===== src/inc/timer_pkg.sv =====
`default_nettype none
package timer_pkg;
    localparam logic [7:0]  OFF_STATUS_CONTROL = 8'h00;
    localparam logic [7:0]  OFF_COUNTER_HIGH   = 8'h04;
    localparam logic [7:0]  OFF_COUNTER_LOW    = 8'h08;
    localparam logic [7:0]  OFF_MODULO_HIGH    = 8'h0C;
    localparam logic [7:0]  OFF_MODULO_LOW     = 8'h10;
    localparam logic [7:0]  OFF_CHANNEL_MODE   = 8'h14;
    localparam int          BIT_FLAG           = 7;
    localparam int          BIT_IRQ_ENABLE     = 6;
    localparam int          BIT_HALT           = 5;
    localparam int          BIT_COUNTER_RESET  = 4;
    localparam int          BIT_BUF_CH0        = 4;
    localparam int          BIT_BUF_CH2        = 5;
    localparam logic [7:0]  RESET_MODULO       = 8'hFF;
    localparam logic [15:0] RESET_COUNTER      = 16'h0000;
    localparam logic        RESET_HALT         = 1'b1;
    localparam logic [2:0]  RESET_PRESCALER    = 3'h0;
    localparam logic [5:0]  RESET_CHANNEL_MODE = 6'h00;
    localparam logic [5:0]  CHANNEL_MODE_MASK  = 6'h3F;
    localparam logic [2:0]  PS_EXTERNAL        = 3'h7;

    // Low prescaler bits that must all be one for a divided tick
    function automatic logic [5:0] div_mask(input logic [2:0] ps);
        div_mask = 6'((7'h01 << ps) - 7'h01);
    endfunction : div_mask
endpackage : timer_pkg
`default_nettype wire


===== src/core/tick_select.sv =====
`default_nettype none
module tick_select (
    // Clock and reset
    input  wire logic       clock,
    input  wire logic       rst_b,
    // Control
    input  wire logic [2:0] prescaler_select,
    input  wire logic       prescaler_clear,
    input  wire logic       run,
    // Pin
    input  wire logic       ext_timer_clock,
    // Counter enable
    output logic            tick
);
    logic [5:0] presc_reg;
    logic       ext_sync1_reg;
    logic       ext_sync2_reg;
    logic       ext_prev_reg;
    logic       ext_rise;

    always_ff @(posedge clock or negedge rst_b)
    begin
        if (!rst_b)
        begin
            presc_reg <= 6'h00;
        end
        else if (prescaler_clear)
        begin
            presc_reg <= 6'h00;
        end
        else if (run)
        begin
            presc_reg <= 6'(presc_reg + 6'h01);
        end
    end

    // Pin is slow next to the bus clock, so a rising edge on the synced copy is one tick
    always_ff @(posedge clock or negedge rst_b)
    begin
        if (!rst_b)
        begin
            ext_sync1_reg <= 1'b0;
            ext_sync2_reg <= 1'b0;
            ext_prev_reg  <= 1'b0;
        end
        else
        begin
            ext_sync1_reg <= ext_timer_clock;
            ext_sync2_reg <= ext_sync1_reg;
            ext_prev_reg  <= ext_sync2_reg;
        end
    end

    assign ext_rise = ext_sync2_reg && !ext_prev_reg;

    always_comb
    begin
        if (prescaler_select == timer_pkg::PS_EXTERNAL)
        begin
            tick = run && ext_rise;
        end
        else
        begin
            tick = run && ((presc_reg & timer_pkg::div_mask(prescaler_select))
                           == timer_pkg::div_mask(prescaler_select));
        end
    end
endmodule : tick_select
`default_nettype wire


===== src/core/timer_counter_control.sv =====
`default_nettype none
module timer_counter_control (
    // Clock and reset
    input  wire logic        clock,
    input  wire logic        rst_b,
    // AHB-Lite slave
    input  wire logic        hsel,
    input  wire logic [31:0] haddr,
    input  wire logic [1:0]  htrans,
    input  wire logic        hwrite,
    input  wire logic [2:0]  hsize,
    input  wire logic [31:0] hwdata,
    input  wire logic        hready,
    output logic             hreadyout,
    output logic             hresp,
    output logic [31:0]      hrdata,
    // System state
    input  wire logic        stop_mode,
    input  wire logic        break_state,
    input  wire logic        break_clear_enable,
    // External timer clock pin
    input  wire logic        ext_timer_clock,
    // Channel pins
    input  wire logic [3:0]  channel_pins_in,
    output logic [3:0]       channel_pins_out,
    output logic [3:0]       channel_pins_oe,
    output logic [3:0]       capture_pulse,
    // Interrupt request
    output logic             overflow_irq
);
    logic [7:0]  dphase_addr_reg;
    logic        dphase_wr_reg;
    logic [31:0] hrdata_reg;
    logic [31:0] read_val;
    logic        addr_take;
    logic        rd_take;
    logic [7:0]  wbyte;
    logic        wr_tsc;
    logic        wr_modh;
    logic        wr_modl;
    logic        wr_chan;
    logic        rd_tsc;
    logic        rd_cnth;
    logic        rd_cntl;

    logic        overflow_flag_reg;
    logic        overflow_irq_enable_reg;
    logic        counter_halt_reg;
    logic [2:0]  prescaler_select_reg;
    logic        armed_reg;
    logic [15:0] counter_reg;
    logic [15:0] counter_next;
    logic [15:0] modulo;
    logic [7:0]  modulo_high_reg;
    logic [7:0]  modulo_low_reg;
    logic        mod_pending_reg;
    logic [7:0]  latched_low_reg;
    logic        latch_valid_reg;
    logic [5:0]  channel_mode_reg;
    logic [3:0]  chan_sync1_reg;
    logic [3:0]  chan_sync2_reg;
    logic [3:0]  chan_prev_reg;
    logic [3:0]  capture_pulse_reg;
    logic [3:0]  chan_out_reg;

    logic        protect;
    logic        run;
    logic        tick;
    logic        trst_write;
    logic        clr_write;
    logic        ovf_event;
    logic [3:0]  compare_mode;

    // Bus front end: zero wait states, every answer OKAY
    assign hreadyout = 1'b1;
    assign hresp     = 1'b0;
    assign hrdata    = hrdata_reg;

    assign addr_take = hsel && htrans[1] && hready;
    assign rd_take   = addr_take && !hwrite;
    assign wbyte     = hwdata[7:0];
    assign rd_tsc    = rd_take && (haddr[7:0] == timer_pkg::OFF_STATUS_CONTROL);
    assign rd_cnth   = rd_take && (haddr[7:0] == timer_pkg::OFF_COUNTER_HIGH);
    assign rd_cntl   = rd_take && (haddr[7:0] == timer_pkg::OFF_COUNTER_LOW);
    assign wr_tsc    = dphase_wr_reg && (dphase_addr_reg == timer_pkg::OFF_STATUS_CONTROL);
    assign wr_modh   = dphase_wr_reg && (dphase_addr_reg == timer_pkg::OFF_MODULO_HIGH);
    assign wr_modl   = dphase_wr_reg && (dphase_addr_reg == timer_pkg::OFF_MODULO_LOW);
    assign wr_chan   = dphase_wr_reg && (dphase_addr_reg == timer_pkg::OFF_CHANNEL_MODE);

    always_ff @(posedge clock or negedge rst_b)
    begin
        if (!rst_b)
        begin
            dphase_wr_reg   <= 1'b0;
            dphase_addr_reg <= 8'h00;
        end
        else if (hready)
        begin
            dphase_wr_reg   <= addr_take && hwrite;
            dphase_addr_reg <= haddr[7:0];
        end
    end

    // Read data is sampled at the address phase so that it pairs with the read side effects
    always_comb
    begin
        read_val = 32'h0000_0000;
        case (haddr[7:0])
            timer_pkg::OFF_STATUS_CONTROL:
                read_val[7:0] = {overflow_flag_reg, overflow_irq_enable_reg, counter_halt_reg,
                                 2'b00, prescaler_select_reg};
            timer_pkg::OFF_COUNTER_HIGH:
                read_val[7:0] = counter_reg[15:8];
            timer_pkg::OFF_COUNTER_LOW:
                read_val[7:0] = latch_valid_reg ? latched_low_reg : counter_reg[7:0];
            timer_pkg::OFF_MODULO_HIGH:
                read_val[7:0] = modulo_high_reg;
            timer_pkg::OFF_MODULO_LOW:
                read_val[7:0] = modulo_low_reg;
            timer_pkg::OFF_CHANNEL_MODE:
                read_val[7:0] = {2'b00, channel_mode_reg};
            default:
                read_val = 32'h0000_0000;
        endcase
    end

    always_ff @(posedge clock or negedge rst_b)
    begin
        if (!rst_b)
        begin
            hrdata_reg <= 32'h0000_0000;
        end
        else if (rd_take)
        begin
            hrdata_reg <= read_val;
        end
    end

    // Status protection while the debugger holds the part
    assign protect    = break_state && !break_clear_enable;
    assign run        = !counter_halt_reg && !stop_mode && !break_state;
    assign trst_write = wr_tsc && wbyte[timer_pkg::BIT_COUNTER_RESET];
    assign clr_write  = wr_tsc && !wbyte[timer_pkg::BIT_FLAG] && armed_reg && !protect;
    assign modulo     = {modulo_high_reg, modulo_low_reg};

    tick_select u_tick (
        .clock            (clock),
        .rst_b            (rst_b),
        .prescaler_select (prescaler_select_reg),
        .prescaler_clear  (trst_write),
        .run              (run),
        .ext_timer_clock  (ext_timer_clock),
        .tick             (tick)
    );

    always_comb
    begin
        if (counter_reg == modulo)
        begin
            counter_next = 16'h0000;
        end
        else
        begin
            counter_next = 16'(counter_reg + 16'h0001);
        end
    end

    assign ovf_event = tick && !trst_write && (counter_next == modulo) && !mod_pending_reg;

    always_ff @(posedge clock or negedge rst_b)
    begin
        if (!rst_b)
        begin
            counter_reg <= timer_pkg::RESET_COUNTER;
        end
        else if (trst_write)
        begin
            counter_reg <= 16'h0000;
        end
        else if (tick)
        begin
            counter_reg <= counter_next;
        end
    end

    // Control bits are never protected by break; only the flag is
    always_ff @(posedge clock or negedge rst_b)
    begin
        if (!rst_b)
        begin
            overflow_irq_enable_reg <= 1'b0;
            counter_halt_reg        <= timer_pkg::RESET_HALT;
            prescaler_select_reg    <= timer_pkg::RESET_PRESCALER;
        end
        else if (wr_tsc)
        begin
            overflow_irq_enable_reg <= wbyte[timer_pkg::BIT_IRQ_ENABLE];
            counter_halt_reg        <= wbyte[timer_pkg::BIT_HALT];
            prescaler_select_reg    <= wbyte[2:0];
        end
    end

    // A new overflow wins over a clear in the same cycle and disarms the sequence
    always_ff @(posedge clock or negedge rst_b)
    begin
        if (!rst_b)
        begin
            overflow_flag_reg <= 1'b0;
            armed_reg         <= 1'b0;
        end
        else
        begin
            if (ovf_event)
            begin
                overflow_flag_reg <= 1'b1;
            end
            else if (clr_write)
            begin
                overflow_flag_reg <= 1'b0;
            end
            if (ovf_event)
            begin
                armed_reg <= 1'b0;
            end
            else if (rd_tsc && overflow_flag_reg && !protect)
            begin
                armed_reg <= 1'b1;
            end
            else if (clr_write)
            begin
                armed_reg <= 1'b0;
            end
        end
    end

    // Level request; also serves as the wake source in wait mode
    assign overflow_irq = overflow_flag_reg && overflow_irq_enable_reg;

    always_ff @(posedge clock or negedge rst_b)
    begin
        if (!rst_b)
        begin
            modulo_high_reg <= timer_pkg::RESET_MODULO;
            modulo_low_reg  <= timer_pkg::RESET_MODULO;
            mod_pending_reg <= 1'b0;
        end
        else if (wr_modh)
        begin
            modulo_high_reg <= wbyte;
            mod_pending_reg <= 1'b1;
        end
        else if (wr_modl)
        begin
            modulo_low_reg  <= wbyte;
            mod_pending_reg <= 1'b0;
        end
    end

    // Latch is released only by a low read, so it outlives a break
    always_ff @(posedge clock or negedge rst_b)
    begin
        if (!rst_b)
        begin
            latched_low_reg <= 8'h00;
            latch_valid_reg <= 1'b0;
        end
        else if (rd_cnth)
        begin
            latch_valid_reg <= 1'b1;
            if (!latch_valid_reg)
            begin
                latched_low_reg <= counter_reg[7:0];
            end
        end
        else if (rd_cntl)
        begin
            latch_valid_reg <= 1'b0;
        end
    end

    // Channel mode: low nibble compare(1)/capture(0), buffered bits for channels 0 and 2 only
    always_ff @(posedge clock or negedge rst_b)
    begin
        if (!rst_b)
        begin
            channel_mode_reg <= timer_pkg::RESET_CHANNEL_MODE;
        end
        else if (wr_chan)
        begin
            channel_mode_reg <= wbyte[5:0] & timer_pkg::CHANNEL_MODE_MASK;
        end
    end

    assign compare_mode = channel_mode_reg[3:0];

    always_ff @(posedge clock or negedge rst_b)
    begin
        if (!rst_b)
        begin
            chan_sync1_reg <= 4'h0;
            chan_sync2_reg <= 4'h0;
            chan_prev_reg  <= 4'h0;
        end
        else
        begin
            chan_sync1_reg <= channel_pins_in;
            chan_sync2_reg <= chan_sync1_reg;
            chan_prev_reg  <= chan_sync2_reg;
        end
    end

    always_ff @(posedge clock or negedge rst_b)
    begin
        if (!rst_b)
        begin
            capture_pulse_reg <= 4'h0;
        end
        else
        begin
            capture_pulse_reg <= (chan_sync2_reg ^ chan_prev_reg) & ~compare_mode
                                 & {4{!counter_halt_reg}};
        end
    end

    assign capture_pulse = capture_pulse_reg;

    always_ff @(posedge clock or negedge rst_b)
    begin
        if (!rst_b)
        begin
            chan_out_reg <= 4'h0;
        end
        else if (ovf_event)
        begin
            chan_out_reg <= chan_out_reg ^ compare_mode;
        end
    end

    // A buffered pair hands its odd pin back to general-purpose use
    assign channel_pins_out = chan_out_reg;
    assign channel_pins_oe  = compare_mode & ~{channel_mode_reg[timer_pkg::BIT_BUF_CH2], 1'b0,
                                               channel_mode_reg[timer_pkg::BIT_BUF_CH0], 1'b0};
endmodule : timer_counter_control
`default_nettype wire


===== config.mk =====
export PLATFORM = sky130hd
export DESIGN_NAME = timer_counter_control
export DESIGN_NICKNAME = d
export VERILOG_FILES = /design/src/inc/timer_pkg.sv /design/src/core/tick_select.sv /design/src/core/timer_counter_control.sv
export SDC_FILE = /design/constraint.sdc
export NUM_CORES = 1
export LEC_CHECK = 0
export ABC_AREA = 0
export ABC_CLOCK_PERIOD_IN_PS = 2300
export BUFFER_PORTS_ARGS = -buffer_cell sky130_fd_sc_hd__buf_2
export CAP_MARGIN = 20
export CORE_ASPECT_RATIO = 0.9
export CORE_UTILIZATION = 50
export CTS_CLUSTER_DIAMETER = 150
export CTS_CLUSTER_SIZE = 12
export DETAILED_ROUTE_END_ITERATION = 10
export PLACE_DENSITY = 0.78
export RECOVER_POWER = 25
export SKIP_CTS_REPAIR_TIMING = 1
export SLEW_MARGIN = 40
export SYNTH_ARGS = -nofsm -noshare
export SYNTH_HDL_FRONTEND = slang
export SYNTH_SLANG_ARGS = --single-unit

===== constraint.sdc =====
create_clock -name clock -period 2.3 [get_ports clock]
set_input_delay 0.23 -clock clock [delete_from_list [all_inputs] [get_ports clock]]
set_output_delay 0.23 -clock clock [all_outputs]
set_load 0.05 [all_outputs]

==> impl_table.tex, run 1 <==
\begin{tabular}{lr}
\hline
Metric & Value \\
\hline
\multicolumn{2}{l}{\textbf{Outcome}} \\
Outcome & finished with violations \\
Violations in the final reports & setup timing \\
\multicolumn{2}{l}{\textbf{Place}} \\
Count of buffers from port buffering & 50 \\
Post-detail-place hpwl & 12.7 mm \\
Number of cells in the design after placement & between 800 and 900 \\
Gp weighted congestion & 0.998 \\
Cell area reported after detailed placement & 6810 um2 \\
\multicolumn{2}{l}{\textbf{Layout}} \\
Final layout net count & 788 \\
Number of diodes added for antenna fixing & 0 \\
Max FFs per register & 16 \\
Layout overhead on the synthesized area & 31.4\% \\
Fraction of final layout cells with drive strength greater than 1 & 44.3\% \\
Post-route non-filler standard cell count & 861 \\
Summed area of non-filler cells in the final layout & between 7000 and 8000 um2 \\
\multicolumn{2}{l}{\textbf{Logic synthesis}} \\
Simple-gate share of the synthesized area & between 10\% and 20\% \\
Sequential element share of the synthesized area & 44.3\% \\
Share of async-settable or async-resettable flops after synthesis & 100\% \\
Netlist Area Pre-Place & 5750 um2 \\
Mux contribution to synthesized area & approximately 10\% \\
Syn Inst Count & 549 \\
Average instance area after synthesis & 10.5 um2 \\
Compound-Gate Fraction of Synth Area & 12.6\% \\
Combinational family with the most area after synthesis & simple AND/OR/NAND/NOR gates \\
Synth Area in Adders & 0.435\% \\
Xor-xnor portion of the synthesized cell area & 7.00\% \\
YS warnings & 0 \\
Number of flip-flops and latches in the synthesized netlist & 101 \\
Leading register cell type out of synthesis & dfrtp\_1 \\
Count of flip-flops with a built-in enable after synthesis & 0 \\
Count of cell types in the netlist & 72 \\
\multicolumn{2}{l}{\textbf{Timing}} \\
Unrepaired setup endpoints after global routing & true \\
Final critical path time including I/O delays and setup & approximately 2.7 ns \\
Timing-limited maximum frequency & 373 MHz \\
Final hold viol count & 0 \\
Hold Worst Slack & 0.121 ns \\
Worst slew pin tran & 1.03 ns \\
Max transition margin & between 30\% and 40\% \\
Setup violations, final & 14 \\
Clock skew after layout & 0.00956 ns \\
Final period utilization & 117\% \\
Final worst setup slack & -0.384 ns \\
Final Max Tran Viols & 0 \\
\multicolumn{2}{l}{\textbf{Power and ir drop}} \\
Total power divided by cell area & 632 nW/um2 \\
Peak supply drop & 695 uV \\
P\_leak & 3.36 nW \\
Design Power & 4.78 mW \\
\multicolumn{2}{l}{\textbf{Critical path}} \\
Crit path DAT & 2.96 ns \\
Highest net fanout along the worst path & 5 \\
Critical path required time & 2.58 ns \\
Type of element capturing the critical path & flop \\
Startpoint type of the worst setup path & flop \\
Kind of critical path & flop to flop \\
\multicolumn{2}{l}{\textbf{Routing}} \\
Remaining DRCs & 0 \\
Vias/cell & 5.80 \\
Aggregate routed wire length & 17.4 mm \\
Violation count after the first detailed-route iteration & approximately 430 \\
Routed wire per std cell & 20.2 um \\
Antenna violation net count after detailed routing & 0 \\
First-pass detailed-route iteration total & 6 \\
Detailed-route via count & 4992 \\
\multicolumn{2}{l}{\textbf{GRT}} \\
Via count of the first global-routing pass & approximately 4800 \\
Global-route wire length before repair & 26.4 mm \\
Pin count of the biggest net entering global routing & 49 \\
Number of antenna violations at the first check in global routing & 0 \\
Overflow left after global routing & 0 \\
Total global routing track utilization & 29.7\% \\
\multicolumn{2}{l}{\textbf{Floorplan}} \\
Io pins & 129 \\
Std-Cell Rows & 36 \\
Starting utilization of the core area & 52.3\% \\
Total die area & 11900 um2 \\
Horizontal die dimension & 115 um \\
Height of the die & 104 um \\
Area inside the core boundary & 11000 um2 \\
\multicolumn{2}{l}{\textbf{CTS}} \\
CTS H-Tree Depth & 3 \\
Clock Tree Buf Depth & 2 \\
Cell chosen for the clock root & clkbuf\_16 \\
CTS tree & built \\
Clock buffers created by TritonCTS & 9 \\
Clock slew at the register clock pins of the worst setup and hold paths & 0.08 ns \\
Source-to-sink clock delay at the later pin of the worst-skew pair & 0.36 ns \\
Number of sinks on the clock net & 101 \\
\multicolumn{2}{l}{\textbf{Min path}} \\
Worst hold path class & input port to flop \\
\multicolumn{2}{l}{\textbf{Job}} \\
Max-capacitance violation count & 0 \\
\hline
\end{tabular}
## power by group
part / internal (mW) / leakage (nW) / switching (mW)
clock network: 0.797 / 0.156 / 0.812
registers: 1.91 / 1.25 / 0.170
logic: 0.485 / 1.95 / 0.599
## synthesized netlist by cell type (all sizes together) (4+ instances only)
| library cell | n | area, um2 |
|---|---|---|
| nand2b | 8 | 50.1 |
| a221oi | 6 | 52.6 |
| buf | 45 | 320 |
| dfstp | 17 | 447 |
| and4 | 5 | 43.8 |
| nor2b | 6 | 37.5 |
| inv | 11 | 41.3 |
| nand2 | 31 | 116 |
| o21ai | 37 | 185 |
| nor4 | 9 | 103 |
| mux2i | 7 | 70.1 |
| o31ai | 5 | 37.5 |
| xnor2 | 28 | 253 |
| nand3 | 12 | 75.1 |
| a222oi | 4 | 40.0 |
| a22oi | 8 | 60.1 |
| clkbuf | 13 | 50.0 |
| or3 | 7 | 48.8 |
| and3 | 4 | 25.0 |
| or4 | 4 | 37.5 |
| xor2 | 12 | 105 |
| nand4 | 14 | 106 |
| nor3 | 12 | 90.1 |
| a21oi | 18 | 90.1 |
| mux2 | 45 | 510 |
| nor2 | 44 | 173 |
| dfrtp | 84 | 2100 |
## final timing paths
kind | startpoint | to | slack, ns | cells past startpoint
worst min register to register | u_tick.ext_sync1_reg | u_tick.ext_sync2_reg | 0.36 | 0
min in group asynchronous | rst_b | counter_reg[13] | 0.58 | 2
worst max-delay path | counter_reg[3] | channel_pins_out[0] | -0.38 | 9
max in group asynchronous | rst_b | modulo_high_reg[7] | 0.83 | 3
worst min-delay path | haddr[7] | dphase_addr_reg[7] | 0.12 | 2
worst max register to register | counter_reg[3] | channel_pins_out[0] | -0.38 | 9
## final cells by class
cell class,instances,area [um2]
clock buffer,9,225
sequential,101,2560
clock inverter,7,96.3
tap,152,190
fill,825,3430
timing repair buffer,178,1300
multi-input combinational,403,3150
inverter,11,41.3
## stage by stage
step	setup WS, ns	setup TNS (ns)	util (%)
2_1_floorplan	-0.189	-1.14	-
3_3_place_gp	-0.405	-2.90	62.0
3_5_place_dp	-0.483	-3.86	62.0
4_1_cts	-0.502	-4.05	64.9
5_1_grt	-0.504	-4.57	68.8
6_report	-0.384	-2.54	68.8
## layout by cell type, fill, tap and decap left out, types with 11 or more instances in the layout
cell type  count
inv_1         11
nor2_1        40
mux2_2        38
dfrtp_1       76
nand4_1       11
buf_4        109
nand2_1       28
dfstp_2       17
buf_2         49
xnor2_1       23
a21oi_1       17
o21ai_0       21
conb_1        26
o21ai_1       15
## cell families (layout without fill, tap and decap cells)
logic type	after synthesis	after routing
simple gates	173	173
mux	52	52
fa+ha+maj	2	2
other cells	2	26
flops	101	101
xor+xnor	42	42
compound gates	108	108
buf+inv	69	205
## critical path: stages, from the launching register on
cell and delay, ns:
dfrtp_2 0.48, buf_6 0.15, nor2b_1 0.13, mux2_4 0.27
or4b_4 0.53, a222oi_1 0.30, buf_4 0.19, nand4_4 0.16
nor3_4 0.23, xor2_1 0.18
## layer usage
metal  GRT usage [%]  vias up  share of wire [%]
met5               0        -                  0
met4            13.2        0                3.7
met3            5.44       45                6.7
met2            46.3      226                 48
met1            40.1     2478                 42
li1                -     2243                  -
(Power assumes the default switching activity.)
==> inputs of run 2 (changes only) <==
--- a/config.mk
+++ b/config.mk
@@ -14,6 +14,7 @@
 export CTS_CLUSTER_DIAMETER = 150
 export CTS_CLUSTER_SIZE = 12
 export DETAILED_ROUTE_END_ITERATION = 10
+export HOLD_SLACK_MARGIN = 0.15
 export PLACE_DENSITY = 0.78
 export RECOVER_POWER = 25
 export SKIP_CTS_REPAIR_TIMING = 1
==> run 2 against run 1 <==
- the flow still finishes with violations (setup timing)
- first-iteration DRC count down 4.7%
- final area up 0.40%
- worst hold slack better by 0.0053 ns
- via count up 0.16%
- routed wire length up 0.66%
- setup slack worse by 0.0043 ns
- sequential power about the same
- critical path depth unchanged
- clock power about the same
- maximum frequency down 0.16%
- combinational power about the same
- count of clock-buffer cells in the layout unchanged
- critical endpoint unchanged
- largest cell class unchanged
- highest routed layer unchanged
==> impl_table.tex, run 2 (synthesized netlist as in run 1, its figures left out) <==
\begin{tabular}{lr}
\hline
Metric & Value \\
\hline
\multicolumn{2}{l}{\textbf{Floorplan}} \\
Total die area & 11900 um2 (unchanged) \\
Height of the die & 104 um (unchanged) \\
Area inside the core boundary & 11000 um2 (unchanged) \\
Std-Cell Rows & 36 (unchanged) \\
Io pins & 129 (unchanged) \\
Starting utilization of the core area & 52.3\% (unchanged) \\
Horizontal die dimension & 115 um (unchanged) \\
\multicolumn{2}{l}{\textbf{Routing}} \\
Antenna violation net count after detailed routing & 0 (unchanged) \\
First-pass detailed-route iteration total & 5 (-1) \\
Detailed-route via count & 5000 (+0.16\%) \\
Aggregate routed wire length & 17.5 mm (+0.66\%) \\
Remaining DRCs & 0 (unchanged) \\
Vias/cell & 5.79 (-0.19\%) \\
Violation count after the first detailed-route iteration & 409 (-4.7\%) \\
Routed wire per std cell & 20.2 um (+0.31\%) \\
\multicolumn{2}{l}{\textbf{Place}} \\
Post-detail-place hpwl & 12.7 mm (unchanged) \\
Gp weighted congestion & 0.998 (unchanged) \\
Count of buffers from port buffering & 50 (unchanged) \\
\multicolumn{2}{l}{\textbf{Critical path}} \\
Highest net fanout along the worst path & 5 (unchanged) \\
Sequence of cells on the critical path & buf\_6, nor2b\_1, mux2\_4, or4b\_4, a222oi\_1, buf\_4, nand4\_4, nor3\_4, xor2\_1 \\
Kind of critical path & flop to flop \\
Worst reg2reg path startpoint & counter\_reg[3] \\
Critical path required time & 2.58 ns (about the same) \\
Slowest cell delay on critical path & 0.54 ns (about the same) \\
Worst R2R End & channel\_pins\_out[0] \\
Cell with the largest stage delay on the worst path & or4b\_4 \\
Crit path DAT & 2.97 ns (about the same) \\
Reg2Reg Setup Slack & -0.39 ns (about the same) \\
Type of element capturing the critical path & flop \\
Start point of the critical path & counter\_reg[3] \\
CP endpoint & channel\_pins\_out[0] \\
Startpoint type of the worst setup path & flop \\
Path depth of the worst reg2reg path & 9 (unchanged) \\
\multicolumn{2}{l}{\textbf{Layout}} \\
Max FFs per register & 16 (unchanged) \\
Final standard cell utilization of the core & 69.0\% (+0.27 points) \\
Most frequent standard cell in the layout excluding fill and tap cells & buf\_4 \\
Number of diodes added for antenna fixing & 0 (unchanged) \\
Fraction of final layout cells with drive strength greater than 1 & 44.0\% (-0.33 points) \\
Commonest non-fill, non-tap cells in the layout & buf\_4, dfrtp\_1, buf\_2 \\
Number of fill cells & 813 (-1.5\%) \\
Area of all sequential standard cells & 2560 um2 (unchanged) \\
Area occupied by multi-input gates & 3150 um2 (unchanged) \\
Final layout net count & 791 (+0.38\%) \\
Layout overhead on the synthesized area & 31.9\% \\
\multicolumn{2}{l}{\textbf{CTS}} \\
Number of sinks on the clock net & 101 (unchanged) \\
CTS H-Tree Depth & 3 (unchanged) \\
Cell chosen for the clock root & clkbuf\_16 \\
CTS tree & built \\
Clock Tree Buf Depth & 2 (unchanged) \\
Clock buffers created by TritonCTS & 9 (unchanged) \\
Clock slew at the register clock pins of the worst setup and hold paths & 0.08 ns (about the same) \\
Source-to-sink clock delay at the later pin of the worst-skew pair & 0.37 ns (about the same) \\
\multicolumn{2}{l}{\textbf{Timing}} \\
Final period utilization & 117\% (+0.19 points) \\
Final hold viol count & 0 (unchanged) \\
Setup violations, final & 13 (-1) \\
Worst slew pin tran & 0.980 ns (-0.0526 ns) \\
Sum Neg Setup Slack & -2.51 ns (+0.0311 ns) \\
Max transition margin & 34.7\% (+3.5 points) \\
Final worst setup slack & -0.389 ns (-0.00429 ns) \\
Final Max Tran Viols & 0 (unchanged) \\
Unrepaired setup endpoints after global routing & true \\
Clock skew after layout & 0.00904 ns (-0.000519 ns) \\
Final critical path time including I/O delays and setup & 2.69 ns (+0.00429 ns) \\
Timing-limited maximum frequency & 372 MHz (-0.16\%) \\
\multicolumn{2}{l}{\textbf{GRT}} \\
Pin count of the biggest net entering global routing & 49 (unchanged) \\
Overflow left after global routing & 0 (unchanged) \\
Total global routing track utilization & 29.7\% (unchanged) \\
Via count of the first global-routing pass & 4780 (unchanged) \\
Global-route wire length before repair & 26.4 mm (unchanged) \\
Number of antenna violations at the first check in global routing & 0 (unchanged) \\
\multicolumn{2}{l}{\textbf{Power and ir drop}} \\
Peak supply drop & 712 uV (+2.5\%) \\
P\_leak & 3.37 nW (+0.38\%) \\
Total power divided by cell area & 632 nW/um2 (about the same) \\
\multicolumn{2}{l}{\textbf{Outcome}} \\
Violations in the final reports & setup timing \\
Outcome & finished with violations \\
\multicolumn{2}{l}{\textbf{Min path}} \\
Worst hold path class & input port to flop \\
\multicolumn{2}{l}{\textbf{Job}} \\
Max-capacitance violation count & 0 (unchanged) \\
\hline
\end{tabular}
-- run 2: layout make-up --
type | count | area share, %
Clock buffer | 9 | 2.97
Timing Repair Buffer | 181 | 17.5
Inverter | 11 | 0.544
Tap cell | 152 | 2.51
Sequential cell | 101 | 33.7
Multi-Input combinational cell | 403 | 41.5
Clock inverter | 7 | 1.27
-- run 2: worst min-delay path by stage --
| stage | to | from | cells past startpoint |
|---|---|---|---|
| global placement | counter_reg[13] | rst_b | 1 |
| floorplan | armed_reg | rst_b | 0 |
| CTS | counter_reg[13] | rst_b | 1 |
| detailed placement | counter_reg[13] | rst_b | 1 |
| global route | modulo_low_reg[7] | hwdata[7] | 2 |
| finish | dphase_wr_reg | htrans[1] | 3 |
-- run 2: critical path, delay by kind of cell (launching register included) --
family          cells  cell delay, ns
simple gates        4            1.05
xor+xnor            1            0.18
buf+inv             2            0.34
flops               1            0.48
mux                 1            0.27
compound gates      1            0.29
-- run 2: through the flow --
step	instance area (um2)	power (mW)	setup slack, ns	hold slack, ns	instances
finish	7590	4.80	-0.389	0.127	864
global route	7590	4.96	-0.504	0.156	864
CTS	7140	4.66	-0.502	-0.152	845
detailed placement	6810	3.04	-0.483	0.230	829
global placement	6810	3.01	-0.405	0.223	829
floorplan	5910	2.70	-0.189	-0.0656	573
-- run 2: power breakdown --
| part | leakage [nW] | switching [mW] | internal, mW |
|---|---|---|---|
| registers | 1.25 | 0.173 | 1.91 |
| clock network | 0.156 | 0.819 | 0.797 |
| logic | 1.97 | 0.609 | 0.489 |
| total | 3.37 | 1.60 | 3.20 |
-- run 2: per-layer routing --
metal,track usage [%],share of wire (%)
met5,0,0
met4,13.2,4.0
met3,5.44,7.2
met2,46.3,47
met1,40.1,42
==> inputs of run 3 (changes only) <==
--- a/config.mk
+++ b/config.mk
@@ -18,6 +18,7 @@
 export PLACE_DENSITY = 0.78
 export RECOVER_POWER = 25
 export SKIP_CTS_REPAIR_TIMING = 1
+export SKIP_LAST_GASP = 1
 export SLEW_MARGIN = 40
 export SYNTH_ARGS = -nofsm -noshare
 export SYNTH_HDL_FRONTEND = slang
==> run 3 against run 2 <==
- the flow still finishes with violations (setup timing)
- combinational power barely moved
- sequential share of layout area rose by 0.27 points
- final area fell by 0.79%
- utilization fell by 0.55 points
- worst hold slack improved by 0.0024 ns
- via count fell by 0.94%
- largest power group unchanged
- non-clock buffer count did not move
- critical endpoint unchanged
==> impl_table.tex, run 3 (synthesized netlist as in run 1, its figures left out) <==
\begin{tabular}{lr}
\hline
Metric & Value \\
\hline
\multicolumn{2}{l}{\textbf{CTS}} \\
Number of sinks on the clock net & 101 (unchanged) \\
CTS H-Tree Depth & 3 (unchanged) \\
Clock slew at the register clock pins of the worst setup and hold paths & 0.08 ns (about the same) \\
Cell chosen for the clock root & clkbuf\_16 \\
CTS tree & built \\
Source-to-sink clock delay at the later pin of the worst-skew pair & 0.36 ns (about the same) \\
Clock buffers created by TritonCTS & 9 (unchanged) \\
Clock Tree Buf Depth & 2 (unchanged) \\
\multicolumn{2}{l}{\textbf{Timing}} \\
Final Max Tran Viols & 0 (unchanged) \\
Final period utilization & 117\% (+0.21 points) \\
Final critical path time including I/O delays and setup & 2.69 ns (+0.00473 ns) \\
Hold Worst Slack & 0.129 ns (+0.00240 ns) \\
Final hold viol count & 0 (unchanged) \\
Unrepaired setup endpoints after global routing & true \\
Clock skew after layout & 0.00873 ns (-0.000314 ns) \\
Final worst setup slack & -0.393 ns (-0.00473 ns) \\
Max transition margin & 33.5\% (-1.1 points) \\
Setup violations, final & 17 (+4) \\
Worst slew pin tran & 0.997 ns (+0.0168 ns) \\
Timing-limited maximum frequency & 371 MHz (-0.18\%) \\
Sum Neg Setup Slack & -3.16 ns (-0.643 ns) \\
\multicolumn{2}{l}{\textbf{Min path}} \\
Worst hold path class & input port to flop \\
Hold wc startpoint & htrans[1] \\
Worst hold path stage count & 3 (unchanged) \\
Destination of the worst hold path & dphase\_wr\_reg \\
\multicolumn{2}{l}{\textbf{Floorplan}} \\
Starting utilization of the core area & 52.3\% (unchanged) \\
Horizontal die dimension & 115 um (unchanged) \\
Std-Cell Rows & 36 (unchanged) \\
Height of the die & 104 um (unchanged) \\
Total die area & 11900 um2 (unchanged) \\
Io pins & 129 (unchanged) \\
Area inside the core boundary & 11000 um2 (unchanged) \\
\multicolumn{2}{l}{\textbf{Power and ir drop}} \\
Total power divided by cell area & 633 nW/um2 (about the same) \\
Design Power & 4.76 mW (-0.75\%) \\
Peak supply drop & 701 uV (-1.5\%) \\
P\_leak & 3.35 nW (-0.67\%) \\
\multicolumn{2}{l}{\textbf{Critical path}} \\
Worst reg2reg path startpoint & counter\_reg[0] \\
Path depth of the worst reg2reg path & 9 (unchanged) \\
Worst R2R End & channel\_pins\_out[0] \\
Kind of critical path & flop to flop \\
Reg2Reg Setup Slack & -0.39 ns (about the same) \\
Critical path required time & 2.58 ns (about the same) \\
Type of element capturing the critical path & flop \\
Startpoint type of the worst setup path & flop \\
Crit path DAT & 2.98 ns (about the same) \\
Highest net fanout along the worst path & 5 (unchanged) \\
Start point of the critical path & counter\_reg[0] \\
\multicolumn{2}{l}{\textbf{Layout}} \\
Final layout net count & 791 (unchanged) \\
Max FFs per register & 16 (unchanged) \\
Number of fill cells & 832 (+2.3\%) \\
Area occupied by multi-input gates & 3110 um2 (-1.3\%) \\
Area of all sequential standard cells & 2560 um2 (unchanged) \\
Commonest non-fill, non-tap cells in the layout & buf\_4, dfrtp\_1, buf\_2 \\
Number of diodes added for antenna fixing & 0 (unchanged) \\
Fraction of final layout cells with drive strength greater than 1 & 43.3\% (-0.70 points) \\
Final standard cell utilization of the core & 68.5\% (-0.55 points) \\
Layout overhead on the synthesized area & 30.9\% \\
Most frequent standard cell in the layout excluding fill and tap cells & buf\_4 \\
\multicolumn{2}{l}{\textbf{Routing}} \\
First-pass detailed-route iteration total & 6 (+1) \\
Violation count after the first detailed-route iteration & 439 (+7.3\%) \\
Routed wire per std cell & 19.9 um (-1.7\%) \\
Detailed-route via count & 4953 (-0.94\%) \\
Antenna violation net count after detailed routing & 0 (unchanged) \\
Remaining DRCs & 0 (unchanged) \\
Aggregate routed wire length & 17.2 mm (-1.7\%) \\
Vias/cell & 5.73 (-0.94\%) \\
\multicolumn{2}{l}{\textbf{Place}} \\
Gp weighted congestion & 0.998 (unchanged) \\
Count of buffers from port buffering & 50 (unchanged) \\
Worst slack, placed & -0.483 ns (unchanged) \\
Post-detail-place hpwl & 12.7 mm (unchanged) \\
\multicolumn{2}{l}{\textbf{GRT}} \\
Pin count of the biggest net entering global routing & 49 (unchanged) \\
Overflow left after global routing & 0 (unchanged) \\
Via count of the first global-routing pass & 4780 (unchanged) \\
Total global routing track utilization & 29.7\% (unchanged) \\
Global-route wire length before repair & 26.4 mm (unchanged) \\
Number of antenna violations at the first check in global routing & 0 (unchanged) \\
\multicolumn{2}{l}{\textbf{Outcome}} \\
Violations in the final reports & setup timing \\
Outcome & finished with violations \\
\multicolumn{2}{l}{\textbf{Job}} \\
Max-capacitance violation count & 0 (unchanged) \\
\hline
\end{tabular}
-- run 3: changes by cell type in the layout (fill, tap and decap cells not counted), moves of 3 or more --
cell	previous run	this run
o21ai_1	15	12
buf_4	109	112
mux2_4	7	1
mux2_2	38	44
o21ai_0	21	25
-- run 3: final cells by class --
class	instances	share of cell area, %
inverter	11	0.548
clock inverter	7	1.28
sequential	101	34.0
tap	152	2.53
multi-input combinational	403	41.2
timing repair buffer	181	17.4
clock buffer	9	2.99
-- run 3: stage by stage --
step           cells  cell area, um2
2_1_floorplan    573            5910
4_1_cts          845            7140
6_report         864            7530
3_5_place_dp     829            6810
3_3_place_gp     829            6810
5_1_grt          864            7530
-- run 3: metal layers --
layer	wire (um)	vias up	track usage, %	share of wire, %
met4	693	0	13.2	4.0
met2	8160	227	46.3	47
li1	-	2250	-	-
met3	992	51	5.44	5.8
met5	0	-	0	0
met1	7350	2425	40.1	43
-- run 3: critical path: stages, from the launching register on --
cell and delay [ns]:
dfrtp_2 0.49, buf_4 0.17, nand2_2 0.14, nor2_2 0.08, xnor2_2 0.32, or4b_2 0.64
o311ai_2 0.12, nand4_4 0.24, nor3_4 0.23, xor2_1 0.18
-- run 3: report_power, final --
part	leakage, nW	switching (mW)	internal (mW)	total (mW)
Clock	0.156	0.813	0.797	1.61
Combinational	1.94	0.596	0.479	1.07
Sequential	1.25	0.166	1.91	2.08
-- run 3: worst max path at each step --
stage	slack, ns	end	cells past startpoint
floorplan	-0.19	channel_pins_out[0]	9
global placement	-0.41	overflow_flag_reg	9
detailed placement	-0.48	channel_pins_out[0]	9
CTS	-0.50	channel_pins_out[0]	11
global route	-0.50	channel_pins_out[1]	9
finish	-0.39	channel_pins_out[0]	9
